### src/core/safety_output_pkg.sv
// package for the safety output interlock: register map, field positions, resets, timing
// assumes a 100 MHz system clock and a millisecond time base for all windows
package safety_output_pkg;

  localparam int unsigned CLK_HZ            = 100_000_000;
  localparam int unsigned TICK_PERIOD_MS    = 1;
  localparam int unsigned TICK_CYCLES       = CLK_HZ / 1000 * TICK_PERIOD_MS;

  localparam int unsigned NUM_CH            = 4;
  localparam int unsigned NUM_RELAY         = 4;
  localparam int unsigned PROBE_MAX_NEW     = 32;
  localparam int unsigned PROBE_MAX_OLD     = 16;
  localparam int unsigned PROBE_BYTES_NEW   = 4;
  localparam int unsigned PROBE_BYTES_OLD   = 2;

  localparam logic [7:0] ADDR_CH_CFG0       = 8'h00;
  localparam logic [7:0] ADDR_CH_CFG1       = 8'h04;
  localparam logic [7:0] ADDR_CH_CFG2       = 8'h08;
  localparam logic [7:0] ADDR_CH_CFG3       = 8'h0C;
  localparam logic [7:0] ADDR_GROUP_CFG     = 8'h10;
  localparam logic [7:0] ADDR_RELAY_CFG     = 8'h14;
  localparam logic [7:0] ADDR_PROBE_CFG     = 8'h18;
  localparam logic [7:0] ADDR_STATUS        = 8'h20;
  localparam logic [7:0] ADDR_PROBE_DATA    = 8'h24;
  localparam logic [7:0] ADDR_CONTROL       = 8'h28;

  localparam int unsigned CFG_MANUAL_BIT    = 0;
  localparam int unsigned CFG_MONITOR_BIT   = 1;
  localparam int unsigned CFG_STATUS_BIT    = 2;
  localparam int unsigned CFG_KCHECK_BIT    = 3;
  localparam int unsigned CFG_ERROUT_BIT    = 4;
  localparam int unsigned CFG_WIN_LSB       = 8;
  localparam int unsigned CFG_WIN_W         = 8;

  localparam int unsigned CTRL_MRESET_BIT   = 0;
  localparam int unsigned PROBE_NEWFW_BIT   = 0;

  localparam logic [31:0] CH_CFG_RST        = 32'h0000_0000;
  localparam logic [1:0]  GROUP_CFG_RST     = 2'h0;
  localparam logic [31:0] RELAY_CFG_RST     = 32'h0000_0000;

  // output group layouts
  localparam logic [1:0] GRP_FOUR_SINGLE    = 2'h0;
  localparam logic [1:0] GRP_TWO_DOUBLE     = 2'h1;
  localparam logic [1:0] GRP_MIXED          = 2'h2;

  // relay categories
  localparam logic [1:0] RCAT_ONE           = 2'h0;
  localparam logic [1:0] RCAT_TWO           = 2'h1;
  localparam logic [1:0] RCAT_FOUR          = 2'h2;

  localparam int unsigned LED_BLINK_MS      = 250;

  typedef enum logic [1:0] {
    RS_ARMED   = 2'b00,
    RS_WAIT_HI = 2'b01,
    RS_WAIT_LO = 2'b10,
    RS_RUN     = 2'b11
  } restart_state_e;

endpackage

### src/core/safety_output_interlock.sv
// safety output interlock: four semiconductor outputs, status output, probe bits, relays
// registers over a plain strobe port; pins taken synchronous to clk_sys_i
`timescale 1ns/100ps
module safety_output_interlock
  import safety_output_pkg::*;
#(
  parameter int unsigned TICK_DIV = TICK_CYCLES,
  parameter int unsigned BLINK_MS = LED_BLINK_MS
)(
  input  wire logic                     clk_sys_i,
  input  wire logic                     nrst_i,
  input  wire logic [7:0]               addr_i,
  input  wire logic [31:0]              wdata_i,
  input  wire logic                     wr_i,
  input  wire logic                     rd_i,
  output logic      [31:0]              rdata_o,
  input  wire logic [NUM_CH-1:0]        out_in_i,
  input  wire logic [NUM_CH-1:0]        restart_feedback_input_i,
  input  wire logic [NUM_CH-1:0]        contactor_feedback_i,
  output logic      [NUM_CH-1:0]        safety_switching_output_o,
  output logic      [NUM_CH-1:0]        out_status_o,
  output logic      [NUM_CH-1:0]        error_out_o,
  output logic      [NUM_CH/2-1:0]      output_clear_indicator_o,
  input  wire logic                     status_in_i,
  output logic                          status_out_o,
  input  wire logic [PROBE_MAX_NEW-1:0] probe_in_i,
  output logic      [PROBE_MAX_NEW-1:0] probe_bits_o,
  input  wire logic [NUM_RELAY-1:0]     relay_in_i,
  input  wire logic [NUM_RELAY-1:0]     relay_restart_i,
  input  wire logic [NUM_RELAY-1:0]     relay_internal_fb_i,
  input  wire logic [NUM_RELAY-1:0]     relay_ext_fb_i,
  output logic      [NUM_RELAY-1:0]     relay_close_o,
  output logic      [NUM_RELAY-1:0]     output_test_flag_o,
  input  wire logic                     master_reset_operator_i,
  input  wire logic                     internal_error_i
);

  localparam int unsigned TICK_W = $clog2(TICK_DIV + 1);
  localparam int unsigned BLNK_W = $clog2(BLINK_MS + 1);

  initial
  begin
    if (TICK_DIV < 1) $error("safety_output_interlock: TICK_DIV must be at least 1");
    if (BLINK_MS < 1) $error("safety_output_interlock: BLINK_MS must be at least 1");
    // group layouts, status word and relay config word are packed for four of each
    if (NUM_CH != 4) $error("safety_output_interlock: four output channels required");
    if (NUM_RELAY != 4) $error("safety_output_interlock: four relays required");
    if (CFG_WIN_LSB + CFG_WIN_W > 32) $error("safety_output_interlock: window field too wide");
    if (PROBE_MAX_OLD > PROBE_MAX_NEW) $error("safety_output_interlock: probe counts swapped");
  end

  logic [31:0]              ch_cfg [NUM_CH];
  logic [1:0]               group_cfg;
  logic [31:0]              relay_cfg;
  logic                     probe_newfw;
  logic [PROBE_MAX_NEW-1:0] probe_sel;
  logic                     clear;
  logic [TICK_W-1:0]        tick_cnt;
  logic                     tick;
  logic [BLNK_W-1:0]        blink_cnt;
  logic                     blink;
  logic [NUM_CH-1:0]        ch_in;
  logic [NUM_CH-1:0]        ch_out;
  logic [NUM_CH-1:0]        ch_fault;
  logic [NUM_CH-1:0]        ch_restart;
  logic [NUM_CH-1:0]        pair_double;
  logic [NUM_RELAY-1:0]     rl_out;
  logic [NUM_RELAY-1:0]     rl_fault;
  logic [NUM_RELAY-1:0]     rl_int_fault;
  logic [NUM_RELAY-1:0]     err_latch;

  // master reset operator or control register acts as synchronous clear
  assign clear = master_reset_operator_i || (wr_i && addr_i == ADDR_CONTROL
                 && wdata_i[CTRL_MRESET_BIT]);

  // register writes
  always_ff @(posedge clk_sys_i or negedge nrst_i)
  begin
    if (!nrst_i)
    begin
      for (int i = 0; i < NUM_CH; i++)
        ch_cfg[i] <= CH_CFG_RST;
      group_cfg   <= GROUP_CFG_RST;
      relay_cfg   <= RELAY_CFG_RST;
      probe_newfw <= 1'b0;
      probe_sel   <= '0;
    end
    else if (wr_i)
    begin
      case (addr_i)
        ADDR_CH_CFG0:   ch_cfg[0]   <= wdata_i;
        ADDR_CH_CFG1:   ch_cfg[1]   <= wdata_i;
        ADDR_CH_CFG2:   ch_cfg[2]   <= wdata_i;
        ADDR_CH_CFG3:   ch_cfg[3]   <= wdata_i;
        ADDR_GROUP_CFG: group_cfg   <= wdata_i[1:0];
        ADDR_RELAY_CFG: relay_cfg   <= wdata_i;
        ADDR_PROBE_CFG: probe_newfw <= wdata_i[PROBE_NEWFW_BIT];
        ADDR_PROBE_DATA: probe_sel  <= wdata_i;
        default: ;
      endcase
    end
  end

  // register reads, data in the cycle after the strobe
  always_ff @(posedge clk_sys_i or negedge nrst_i)
  begin
    if (!nrst_i)
      rdata_o <= 32'h0000_0000;
    else if (rd_i)
    begin
      case (addr_i)
        ADDR_CH_CFG0:    rdata_o <= ch_cfg[0];
        ADDR_CH_CFG1:    rdata_o <= ch_cfg[1];
        ADDR_CH_CFG2:    rdata_o <= ch_cfg[2];
        ADDR_CH_CFG3:    rdata_o <= ch_cfg[3];
        ADDR_GROUP_CFG:  rdata_o <= {30'h0, group_cfg};
        ADDR_RELAY_CFG:  rdata_o <= relay_cfg;
        ADDR_PROBE_CFG:  rdata_o <= {31'h0, probe_newfw};
        ADDR_STATUS:     rdata_o <= {8'h0, output_test_flag_o, relay_close_o,
                                     err_latch, error_out_o, ch_fault, ch_out};
        ADDR_PROBE_DATA: rdata_o <= probe_bits_o;
        default:         rdata_o <= 32'h0000_0000;
      endcase
    end
    else
      rdata_o <= 32'h0000_0000;
  end

  // millisecond time base
  // a clear restarts it, so a window that starts at the clear begins on a whole tick
  always_ff @(posedge clk_sys_i or negedge nrst_i)
  begin
    if (!nrst_i)
    begin
      tick_cnt <= '0;
      tick     <= 1'b0;
    end
    else if (clear)
    begin
      tick_cnt <= '0;
      tick     <= 1'b0;
    end
    else if (tick_cnt == TICK_W'(TICK_DIV - 1))
    begin
      tick_cnt <= '0;
      tick     <= 1'b1;
    end
    else
    begin
      tick_cnt <= tick_cnt + 1'b1;
      tick     <= 1'b0;
    end
  end

  always_ff @(posedge clk_sys_i or negedge nrst_i)
  begin
    if (!nrst_i)
    begin
      blink_cnt <= '0;
      blink     <= 1'b0;
    end
    else if (clear)
    begin
      blink_cnt <= '0;
      blink     <= 1'b0;
    end
    else if (tick)
    begin
      if (blink_cnt == BLNK_W'(BLINK_MS - 1))
      begin
        blink_cnt <= '0;
        blink     <= !blink;
      end
      else
        blink_cnt <= blink_cnt + 1'b1;
    end
  end

  // group layout: a double pair takes its input and restart from the pair's first channel
  always_comb
  begin
    case (group_cfg)
      GRP_TWO_DOUBLE: pair_double = 4'b1111;
      GRP_MIXED:      pair_double = 4'b1100;
      default:        pair_double = 4'b0000;
    endcase
    for (int i = 0; i < NUM_CH; i++)
    begin
      if (pair_double[i] && i[0])
      begin
        ch_in[i]      = out_in_i[i-1];
        ch_restart[i] = restart_feedback_input_i[i-1];
      end
      else
      begin
        ch_in[i]      = out_in_i[i];
        // the restart pin is only meaningful when manual or feedback check is on
        ch_restart[i] = (ch_cfg[i][CFG_MANUAL_BIT] || ch_cfg[i][CFG_KCHECK_BIT])
                        && restart_feedback_input_i[i];
      end
    end
  end

  for (genvar g = 0; g < NUM_CH; g++)
  begin : g_ch
    output_channel #(
      .WIN_W (CFG_WIN_W)
    ) u_ch (
      .clk_sys_i   (clk_sys_i),
      .nrst_i      (nrst_i),
      .clear_i     (clear),
      .tick_i      (tick),
      .in_i        (ch_in[g]),
      .manual_i    (ch_cfg[g][CFG_MANUAL_BIT]),
      .monitored_i (ch_cfg[g][CFG_MONITOR_BIT]),
      .kcheck_i    (ch_cfg[g][CFG_KCHECK_BIT]),
      .window_ms_i (ch_cfg[g][CFG_WIN_LSB +: CFG_WIN_W]),
      .restart_i   (ch_restart[g]),
      .feedback_i  (contactor_feedback_i[g]),
      .out_o       (ch_out[g]),
      .fault_o     (ch_fault[g])
    );
  end

  // a double pair switches off both channels if either one faults
  always_comb
  begin
    for (int i = 0; i < NUM_CH; i++)
    begin
      if (pair_double[i])
        safety_switching_output_o[i] = ch_out[i & ~1] && ch_out[i | 1]
                                       && !ch_fault[i & ~1] && !ch_fault[i | 1];
      else
        safety_switching_output_o[i] = ch_out[i];
      out_status_o[i] = ch_cfg[i][CFG_STATUS_BIT] && safety_switching_output_o[i];
      error_out_o[i]  = ch_cfg[i][CFG_ERROUT_BIT] && ch_fault[i];
    end
    for (int p = 0; p < NUM_CH / 2; p++)
      output_clear_indicator_o[p] = (ch_fault[2*p] || ch_fault[2*p+1]) ? blink
                                    : (safety_switching_output_o[2*p]
                                       || safety_switching_output_o[2*p+1]);
  end

  assign status_out_o = status_in_i;

  // old firmware exposes only the low two bytes
  always_comb
  begin
    for (int b = 0; b < PROBE_MAX_NEW; b++)
      probe_bits_o[b] = probe_sel[b] && probe_in_i[b]
                        && (probe_newfw || b < PROBE_MAX_OLD);
  end

  // relay outputs: one config byte per relay: bit0 manual, bit1 monitored, bits3:2 category,
  // bit4 external feedback enable in category two (category four always checks, category one never), bits7:5 window in ms
  for (genvar r = 0; r < NUM_RELAY; r++)
  begin : g_rl
    logic [1:0] cat;
    logic       man;
    logic       mon;
    logic       kchk;
    logic [2:0] win;
    assign cat  = relay_cfg[8*r+2 +: 2];
    assign mon  = relay_cfg[8*r+1];
    assign win  = relay_cfg[8*r+5 +: 3];
    // intermediate category drops manual restart when feedback is watched
    assign man  = relay_cfg[8*r] && !(cat == RCAT_TWO && relay_cfg[8*r+4]);
    assign kchk = (cat == RCAT_FOUR) || (cat == RCAT_TWO && relay_cfg[8*r+4]);

    output_channel #(
      .WIN_W (3)
    ) u_rl (
      .clk_sys_i   (clk_sys_i),
      .nrst_i      (nrst_i),
      .clear_i     (clear),
      .tick_i      (tick),
      .in_i        (relay_in_i[r]),
      .manual_i    (man),
      .monitored_i (mon),
      .kcheck_i    (kchk),
      .window_ms_i (win),
      .restart_i   (relay_restart_i[r]),
      .feedback_i  (relay_ext_fb_i[r]),
      .out_o       (rl_out[r]),
      .fault_o     (rl_fault[r])
    );

    // internal relay contact must match the coil drive in the same cycle
    always_ff @(posedge clk_sys_i or negedge nrst_i)
    begin
      if (!nrst_i)
        rl_int_fault[r] <= 1'b0;
      else if (clear)
        rl_int_fault[r] <= 1'b0;
      else if (relay_internal_fb_i[r] != relay_close_o[r])
        rl_int_fault[r] <= 1'b1;
    end
  end

  // relay errors have no pin of their own; software reads them in the status word
  always_ff @(posedge clk_sys_i or negedge nrst_i)
  begin
    if (!nrst_i)
      err_latch <= '0;
    else if (clear)
      err_latch <= '0;
    else
      err_latch <= err_latch | rl_fault;
  end

  always_ff @(posedge clk_sys_i or negedge nrst_i)
  begin
    if (!nrst_i)
    begin
      relay_close_o      <= '0;
      output_test_flag_o <= '0;
    end
    else
    begin
      relay_close_o      <= rl_out & ~rl_fault & ~rl_int_fault;
      output_test_flag_o <= ~(rl_fault | rl_int_fault | {NUM_RELAY{internal_error_i}});
    end
  end

endmodule

### src/core/output_channel.sv
// one safety output channel: restart gate and contactor feedback window check
// assumes a one-cycle millisecond tick and synchronous pin inputs
`timescale 1ns/100ps
module output_channel
  import safety_output_pkg::*;
#(
  parameter int unsigned WIN_W = 8
)(
  input  wire logic             clk_sys_i,
  input  wire logic             nrst_i,
  input  wire logic             clear_i,
  input  wire logic             tick_i,
  input  wire logic             in_i,
  input  wire logic             manual_i,
  input  wire logic             monitored_i,
  input  wire logic             kcheck_i,
  input  wire logic [WIN_W-1:0] window_ms_i,
  input  wire logic             restart_i,
  input  wire logic             feedback_i,
  output logic                  out_o,
  output logic                  fault_o
);

  restart_state_e state;
  restart_state_e next_state;
  logic             restart_q;
  logic             out_q;
  logic [WIN_W-1:0] win_cnt;
  logic             enable;

  initial
  begin
    if (WIN_W < 1 || WIN_W > 16) $error("output_channel: WIN_W out of range");
  end

  always_ff @(posedge clk_sys_i or negedge nrst_i)
  begin
    if (!nrst_i)
    begin
      restart_q <= 1'b0;
    end
    else
    begin
      restart_q <= restart_i;
    end
  end

  // a falling input re-arms the restart request
  always_comb
  begin
    next_state = state;
    case (state)
      RS_ARMED:
        if (in_i && restart_i && !restart_q)
          next_state = monitored_i ? RS_WAIT_LO : RS_RUN;
      RS_WAIT_LO:
        if (!in_i)
          next_state = RS_ARMED;
        else if (!restart_i)
          next_state = RS_RUN;
      RS_WAIT_HI:
        next_state = RS_ARMED;
      RS_RUN:
        if (!in_i)
          next_state = RS_ARMED;
      default:
        next_state = RS_ARMED;
    endcase
  end

  always_ff @(posedge clk_sys_i or negedge nrst_i)
  begin
    if (!nrst_i)
      state <= RS_ARMED;
    else if (clear_i)
      state <= RS_ARMED;
    else
      state <= next_state;
  end

  assign enable = manual_i ? (state == RS_RUN) && in_i : in_i;

  // the feedback must reach the opposite level of the output inside the window
  always_ff @(posedge clk_sys_i or negedge nrst_i)
  begin
    if (!nrst_i)
    begin
      win_cnt <= '0;
      fault_o <= 1'b0;
    end
    else if (clear_i)
    begin
      win_cnt <= '0;
      fault_o <= 1'b0;
    end
    else if (!kcheck_i || (feedback_i != out_q) || (enable != out_q))
      win_cnt <= '0;
    else if (tick_i)
    begin
      if (win_cnt >= window_ms_i)
        fault_o <= 1'b1;
      else
        win_cnt <= win_cnt + 1'b1;
    end
  end

  // a fault forces the output low until cleared
  always_ff @(posedge clk_sys_i or negedge nrst_i)
  begin
    if (!nrst_i)
      out_q <= 1'b0;
    else
      out_q <= enable && !fault_o && !clear_i;
  end

  assign out_o = out_q;

endmodule

### config.mk
export PLATFORM = sky130hd
export DESIGN_NAME = safety_output_interlock
export DESIGN_NICKNAME = d
export VERILOG_FILES = /design/src/core/safety_output_pkg.sv /design/src/core/safety_output_interlock.sv /design/src/core/output_channel.sv
export SDC_FILE = /design/constraint.sdc
export NUM_CORES = 1
export LEC_CHECK = 0
export BUFFER_PORTS_ARGS = -buffer_cell sky130_fd_sc_hd__clkbuf_2
export CELL_PAD_IN_SITES_DETAIL_PLACEMENT = 1
export CELL_PAD_IN_SITES_GLOBAL_PLACEMENT = 1
export CORE_MARGIN = 5
export CORE_UTILIZATION = 40
export DETAILED_ROUTE_END_ITERATION = 16
export HOLD_SLACK_MARGIN = 0.06
export PLACE_DENSITY_LB_ADDON = 0.12
export SYNTH_ARGS = -nofsm -noshare
export SYNTH_HDL_FRONTEND = slang
export SYNTH_SLANG_ARGS = --single-unit
### constraint.sdc
create_clock -name clk_sys_i -period 2.3 [get_ports clk_sys_i]
set_input_delay 0.23 -clock clk_sys_i [delete_from_list [all_inputs] [get_ports clk_sys_i]]
set_output_delay 0.23 -clock clk_sys_i [all_outputs]
set_load 0.02 [all_outputs]
==> results.sh <==
export IMPL_grt_total_usage_pct=24.48
export IMPL_seq_area_frac_synth_pct=50.86
export IMPL_avgSynthCellArea_sq_um=11.24
export IMPL_fin_skew_ns=0.01718
export IMPL_status="completed"
export IMPL_gp_congestion=0.8482
export IMPL_clockBufferDepth=3
export IMPL_p_leak_uw=0.01025
export IMPL_clock_sinks=354
export IMPL_numCtsBuffers=41
export IMPL_cpPeakStageDelay_ns=0.44
export IMPL_layout_drive_gt1_share_pct=31.86
export IMPL_dpl_hpwl_mm=41.27
export IMPL_io_buffers=191
export IMPL_timing_final_crit_period_ns=2.285
export IMPL_finalSetupViolations=0
export IMPL_fin_nets=2015
export IMPL_worst_ep_required_time_ns=2.73
export IMPL_synth_area_sq_um=17420
export IMPL_hold_class="in -> reg"
export IMPL_finalCritPeriodShare_pct=99.36
export IMPL_crit_chain="ha_1, a211o_1, a31oi_4, o311ai_4, buf_4, o41ai_1, a21oi_1"
export IMPL_fin_cells=2462
export IMPL_fmax_ghz=0.4376
export IMPL_tightest_slew_ns=0.6526
export IMPL_routed_wl_met3_mm=2.718
export IMPL_syn_num_nets=1713
export IMPL_diodes=0
export IMPL_dr_max_layer_used="met4"
export IMPL_dp_cells=2334
export IMPL_clk_latency_ns=0.56
export IMPL_die_w_um=218.7
export IMPL_worstSetupPathType="reg -> reg"
export IMPL_rows=76
export IMPL_drc=0
export IMPL_synthCells=1550
export IMPL_p_total_uw=14230
export IMPL_hold_viol_final=0
export IMPL_areaGrowthSynthToFinish_pct=24.58
export IMPL_cts_tree="done"
export IMPL_root_buffer="clkbuf_16"
export IMPL_grt_max_degree=78
export IMPL_start_kind="register"
export IMPL_htreeDepth=2
export IMPL_whs_ns=0.08492
export IMPL_drtIter0Drc=839
export IMPL_synth_edff_count=0
export IMPL_die_h_um=218.7
export IMPL_relSlewSlack_pct=55.90
export IMPL_final_antenna_net_count=0
export IMPL_ys_warn_count=0
export IMPL_core_area_sq_um=43080
export IMPL_worstPathArrival_ns=2.71
export IMPL_utilization_pct=50.37
export IMPL_clk_pin_slew_worst_paths_ns=0.06
export IMPL_die_area_sq_um=47810
export IMPL_synth_ff_type="dfrtp_1"
export IMPL_grt_pass1_vias=15150
export IMPL_drv_cap=0
export IMPL_grt_ovfl_total=0
export IMPL_vdd_drop_max_mv=0.4735
export IMPL_pin_count=194
export IMPL_cp_end_kind="register"
export IMPL_dpl_instance_area_sq_um=19660
export IMPL_slew_viol_final=0
export IMPL_grt_pass1_wl_mm=90.25
export IMPL_async_reset_ff_share_pct=100.0
export IMPL_start_util_pct=40.43
export IMPL_synth_cell_type_count=80
export IMPL_grt_antenna_before_repair=1
export IMPL_synth_seq_cells=354
export IMPL_wl_met2_mm=28.60
export IMPL_firstDrtPassIters=5
export IMPL_vias_per_cell=5.581
export IMPL_drt_met1_wl_mm=25.53
export IMPL_num_vias=13740
export IMPL_critPathSlowestCell="dfrtp_2"
export IMPL_worst_path_max_fanout=6
export IMPL_wire_per_inst_um=23.75
export IMPL_routed_wl_mm=58.47
export IMPL_stdcell_area_sq_um=21700
export IMPL_p_per_area_nw_per_um2=656.0
power by group:
| group | leakage, uW | internal [uW] | switching, uW |
|---|---|---|---|
| registers | 0.00487 | 6440 | 173 |
| logic | 0.00475 | 542 | 722 |
| clock network | 0.000635 | 3750 | 2600 |
worst paths after layout:
kind / startpoint / to / slack, ns / cells past startpoint
hold / removal: wdata_i[12] / probe_sel[12]$_DFFE_PN0P_ / 0.08 / 2
setup reg to reg: g_ch[1].u_ch.win_cnt[2]$_DFFE_PN0P_ / g_ch[1].u_ch.win_cnt[7]$_DFFE_PN0P_ / 0.01 / 7
hold reg to reg: rl_int_fault[3]$_DFFE_PN0P_ / output_test_flag_o[3]$_DFF_PN0_ / 0.46 / 1
setup / recovery: g_ch[1].u_ch.win_cnt[2]$_DFFE_PN0P_ / g_ch[1].u_ch.win_cnt[7]$_DFFE_PN0P_ / 0.01 / 7
max in group asynchronous: nrst_i / g_ch[1].u_ch.win_cnt[2]$_DFFE_PN0P_ / 1.34 / 3
min in group asynchronous: nrst_i / g_ch[1].u_ch.restart_q$_DFF_PN0_ / 0.17 / 2
cells in the final DEF, fill, tap and decap left out, types with 8 or more instances in the layout:
| cell | netlist | layout |
|---|---|---|
| dfrtp_1 | 354 | 351 |
| and3_1 | 23 | 23 |
| nand4_1 | 13 | 13 |
| clkbuf_8 | 0 | 12 |
| o22ai_1 | 8 | 8 |
| buf_12 | 0 | 16 |
| a31oi_1 | 18 | 17 |
| nor2_1 | 141 | 139 |
| a21o_1 | 9 | 8 |
| o21ai_0 | 37 | 36 |
| inv_1 | 67 | 65 |
| a211oi_1 | 16 | 14 |
| mux2_4 | 30 | 31 |
| mux2i_1 | 13 | 13 |
| or4_1 | 13 | 11 |
| o31ai_1 | 15 | 15 |
| a311oi_1 | 9 | 9 |
| nor3b_1 | 8 | 8 |
| dlygate4sd3_1 | 0 | 47 |
| xor2_1 | 24 | 24 |
| a21oi_1 | 65 | 60 |
| a222oi_1 | 14 | 14 |
| mux2_2 | 163 | 162 |
| clkbuf_2 | 0 | 188 |
| nand2b_1 | 13 | 13 |
| a221oi_1 | 10 | 10 |
| buf_4 | 2 | 78 |
| a22o_1 | 8 | 8 |
| nor3_1 | 23 | 22 |
| xnor2_1 | 15 | 15 |
| nand2_1 | 90 | 90 |
| nand3_1 | 51 | 48 |
| clkbuf_1 | 38 | 11 |
| clkbuf_16 | 0 | 43 |
| a22oi_1 | 40 | 40 |
| ha_1 | 56 | 55 |
| and2_1 | 27 | 27 |
cell families (layout without fill, tap and decap cells):
kind of cell | count (synthesis) | count (layout) | share of synthesized area, %
AOI/OAI and AO/OA | 290 | 291 | 11.67
DFF | 354 | 354 | 50.86
xor gates and xnor gates | 39 | 39 | 1.961
muxes | 215 | 215 | 14.58
adders and majority gates | 57 | 57 | 4.080
and+or+nand+nor | 454 | 454 | 13.43
buffers and inverters | 141 | 467 | 3.405
repair_timing:
item,4_1_cts,5_1_grt
gates cloned,0,1
hold buffers,46,1
setup buffers,3,10
pin swaps,2,10
resized for setup,14,25
endpoints found under the setup margin,16,20
hold endpoints to repair,551,1
layer usage:
metal | vias up | GRT usage [%]
met4 | 0 | 8.059
met2 | 310 | 41.65
met1 | 7108 | 31.98
li1 | 6233 | -
met5 | - | 0
met3 | 89 | 4.045
state kept, by name (all words and copies together), names as in the netlist:
register / count
output_test_flag_o: 4
probe_newfw: 1
g_rl.u_rl.win_cnt: 12
probe_sel: 32
blink: 1
relay_close_o: 4
relay_cfg: 32
g_rl.u_rl.state: 8
g_ch.u_ch.state: 8
err_latch: 4
g_rl.u_rl.out_o: 4
g_ch.u_ch.restart_q: 4
tick: 1
tick_cnt: 17
ch_cfg: 128
rl_int_fault: 4
rdata_o: 32
g_ch.u_ch.fault_o: 4
g_rl.u_rl.fault_o: 4
group_cfg: 2
blink_cnt: 8
g_ch.u_ch.out_o: 4
g_rl.u_rl.restart_q: 4
g_ch.u_ch.win_cnt: 32
layout make-up:
cell class                 count  area [sq um]
fill                        4584         21380
sequential                   354          8862
multi-input combinational   1056          8203
timing repair buffer         332          2357
clock buffer                  65          1269
tap                          585         732.0
inverter                      67         251.5
clock inverter                 3         22.52
synth_stat cells (all sizes together), types with 8 or more instances:
| cell | instances | area (sq um) |
|---|---|---|
| nor3b | 8 | 60.06 |
| nand3 | 51 | 255.2 |
| a221oi | 10 | 87.58 |
| mux2 | 200 | 2365 |
| xor2 | 24 | 210.2 |
| a211oi | 16 | 120.1 |
| xnor2 | 15 | 131.4 |
| a31oi | 18 | 112.6 |
| a22oi | 40 | 300.3 |
| nor3 | 24 | 125.1 |
| inv | 67 | 251.5 |
| a22o | 8 | 70.07 |
| or4 | 14 | 108.9 |
| a21o | 9 | 67.56 |
| dfrtp | 354 | 8859 |
| a21oi | 67 | 350.3 |
| o31ai | 15 | 112.6 |
| and3 | 23 | 143.9 |
| nand2 | 93 | 361.6 |
| and2 | 29 | 181.4 |
| o22ai | 8 | 50.05 |
| a311oi | 9 | 78.83 |
| nand4 | 13 | 81.33 |
| nand2b | 13 | 81.33 |
| mux2i | 13 | 130.1 |
| o21ai | 37 | 185.2 |
| ha | 56 | 700.7 |
| a222oi | 14 | 140.1 |
| clkbuf | 38 | 142.6 |
| buf | 36 | 198.9 |
| nor2 | 142 | 549.3 |
critical path, delay by kind of cell (launching register included):
| kind | cells | cell delay (ns) |
|---|---|---|
| buf+inv | 1 | 0.20 |
| flops | 1 | 0.44 |
| compound gates | 5 | 1.17 |
| fa+ha+maj | 1 | 0.34 |
metrics by stage:
stage	setup TNS (ns)	setup WS, ns
after global placement	0	0.04269
after global routing	-0.2103	-0.05561
after detailed placement	-0.07533	-0.03313
after floorplan	0	0.1144
final	0	0.01462
after CTS	-0.04372	-0.04372
No activity file was read; power rests on OpenSTA's default activity.
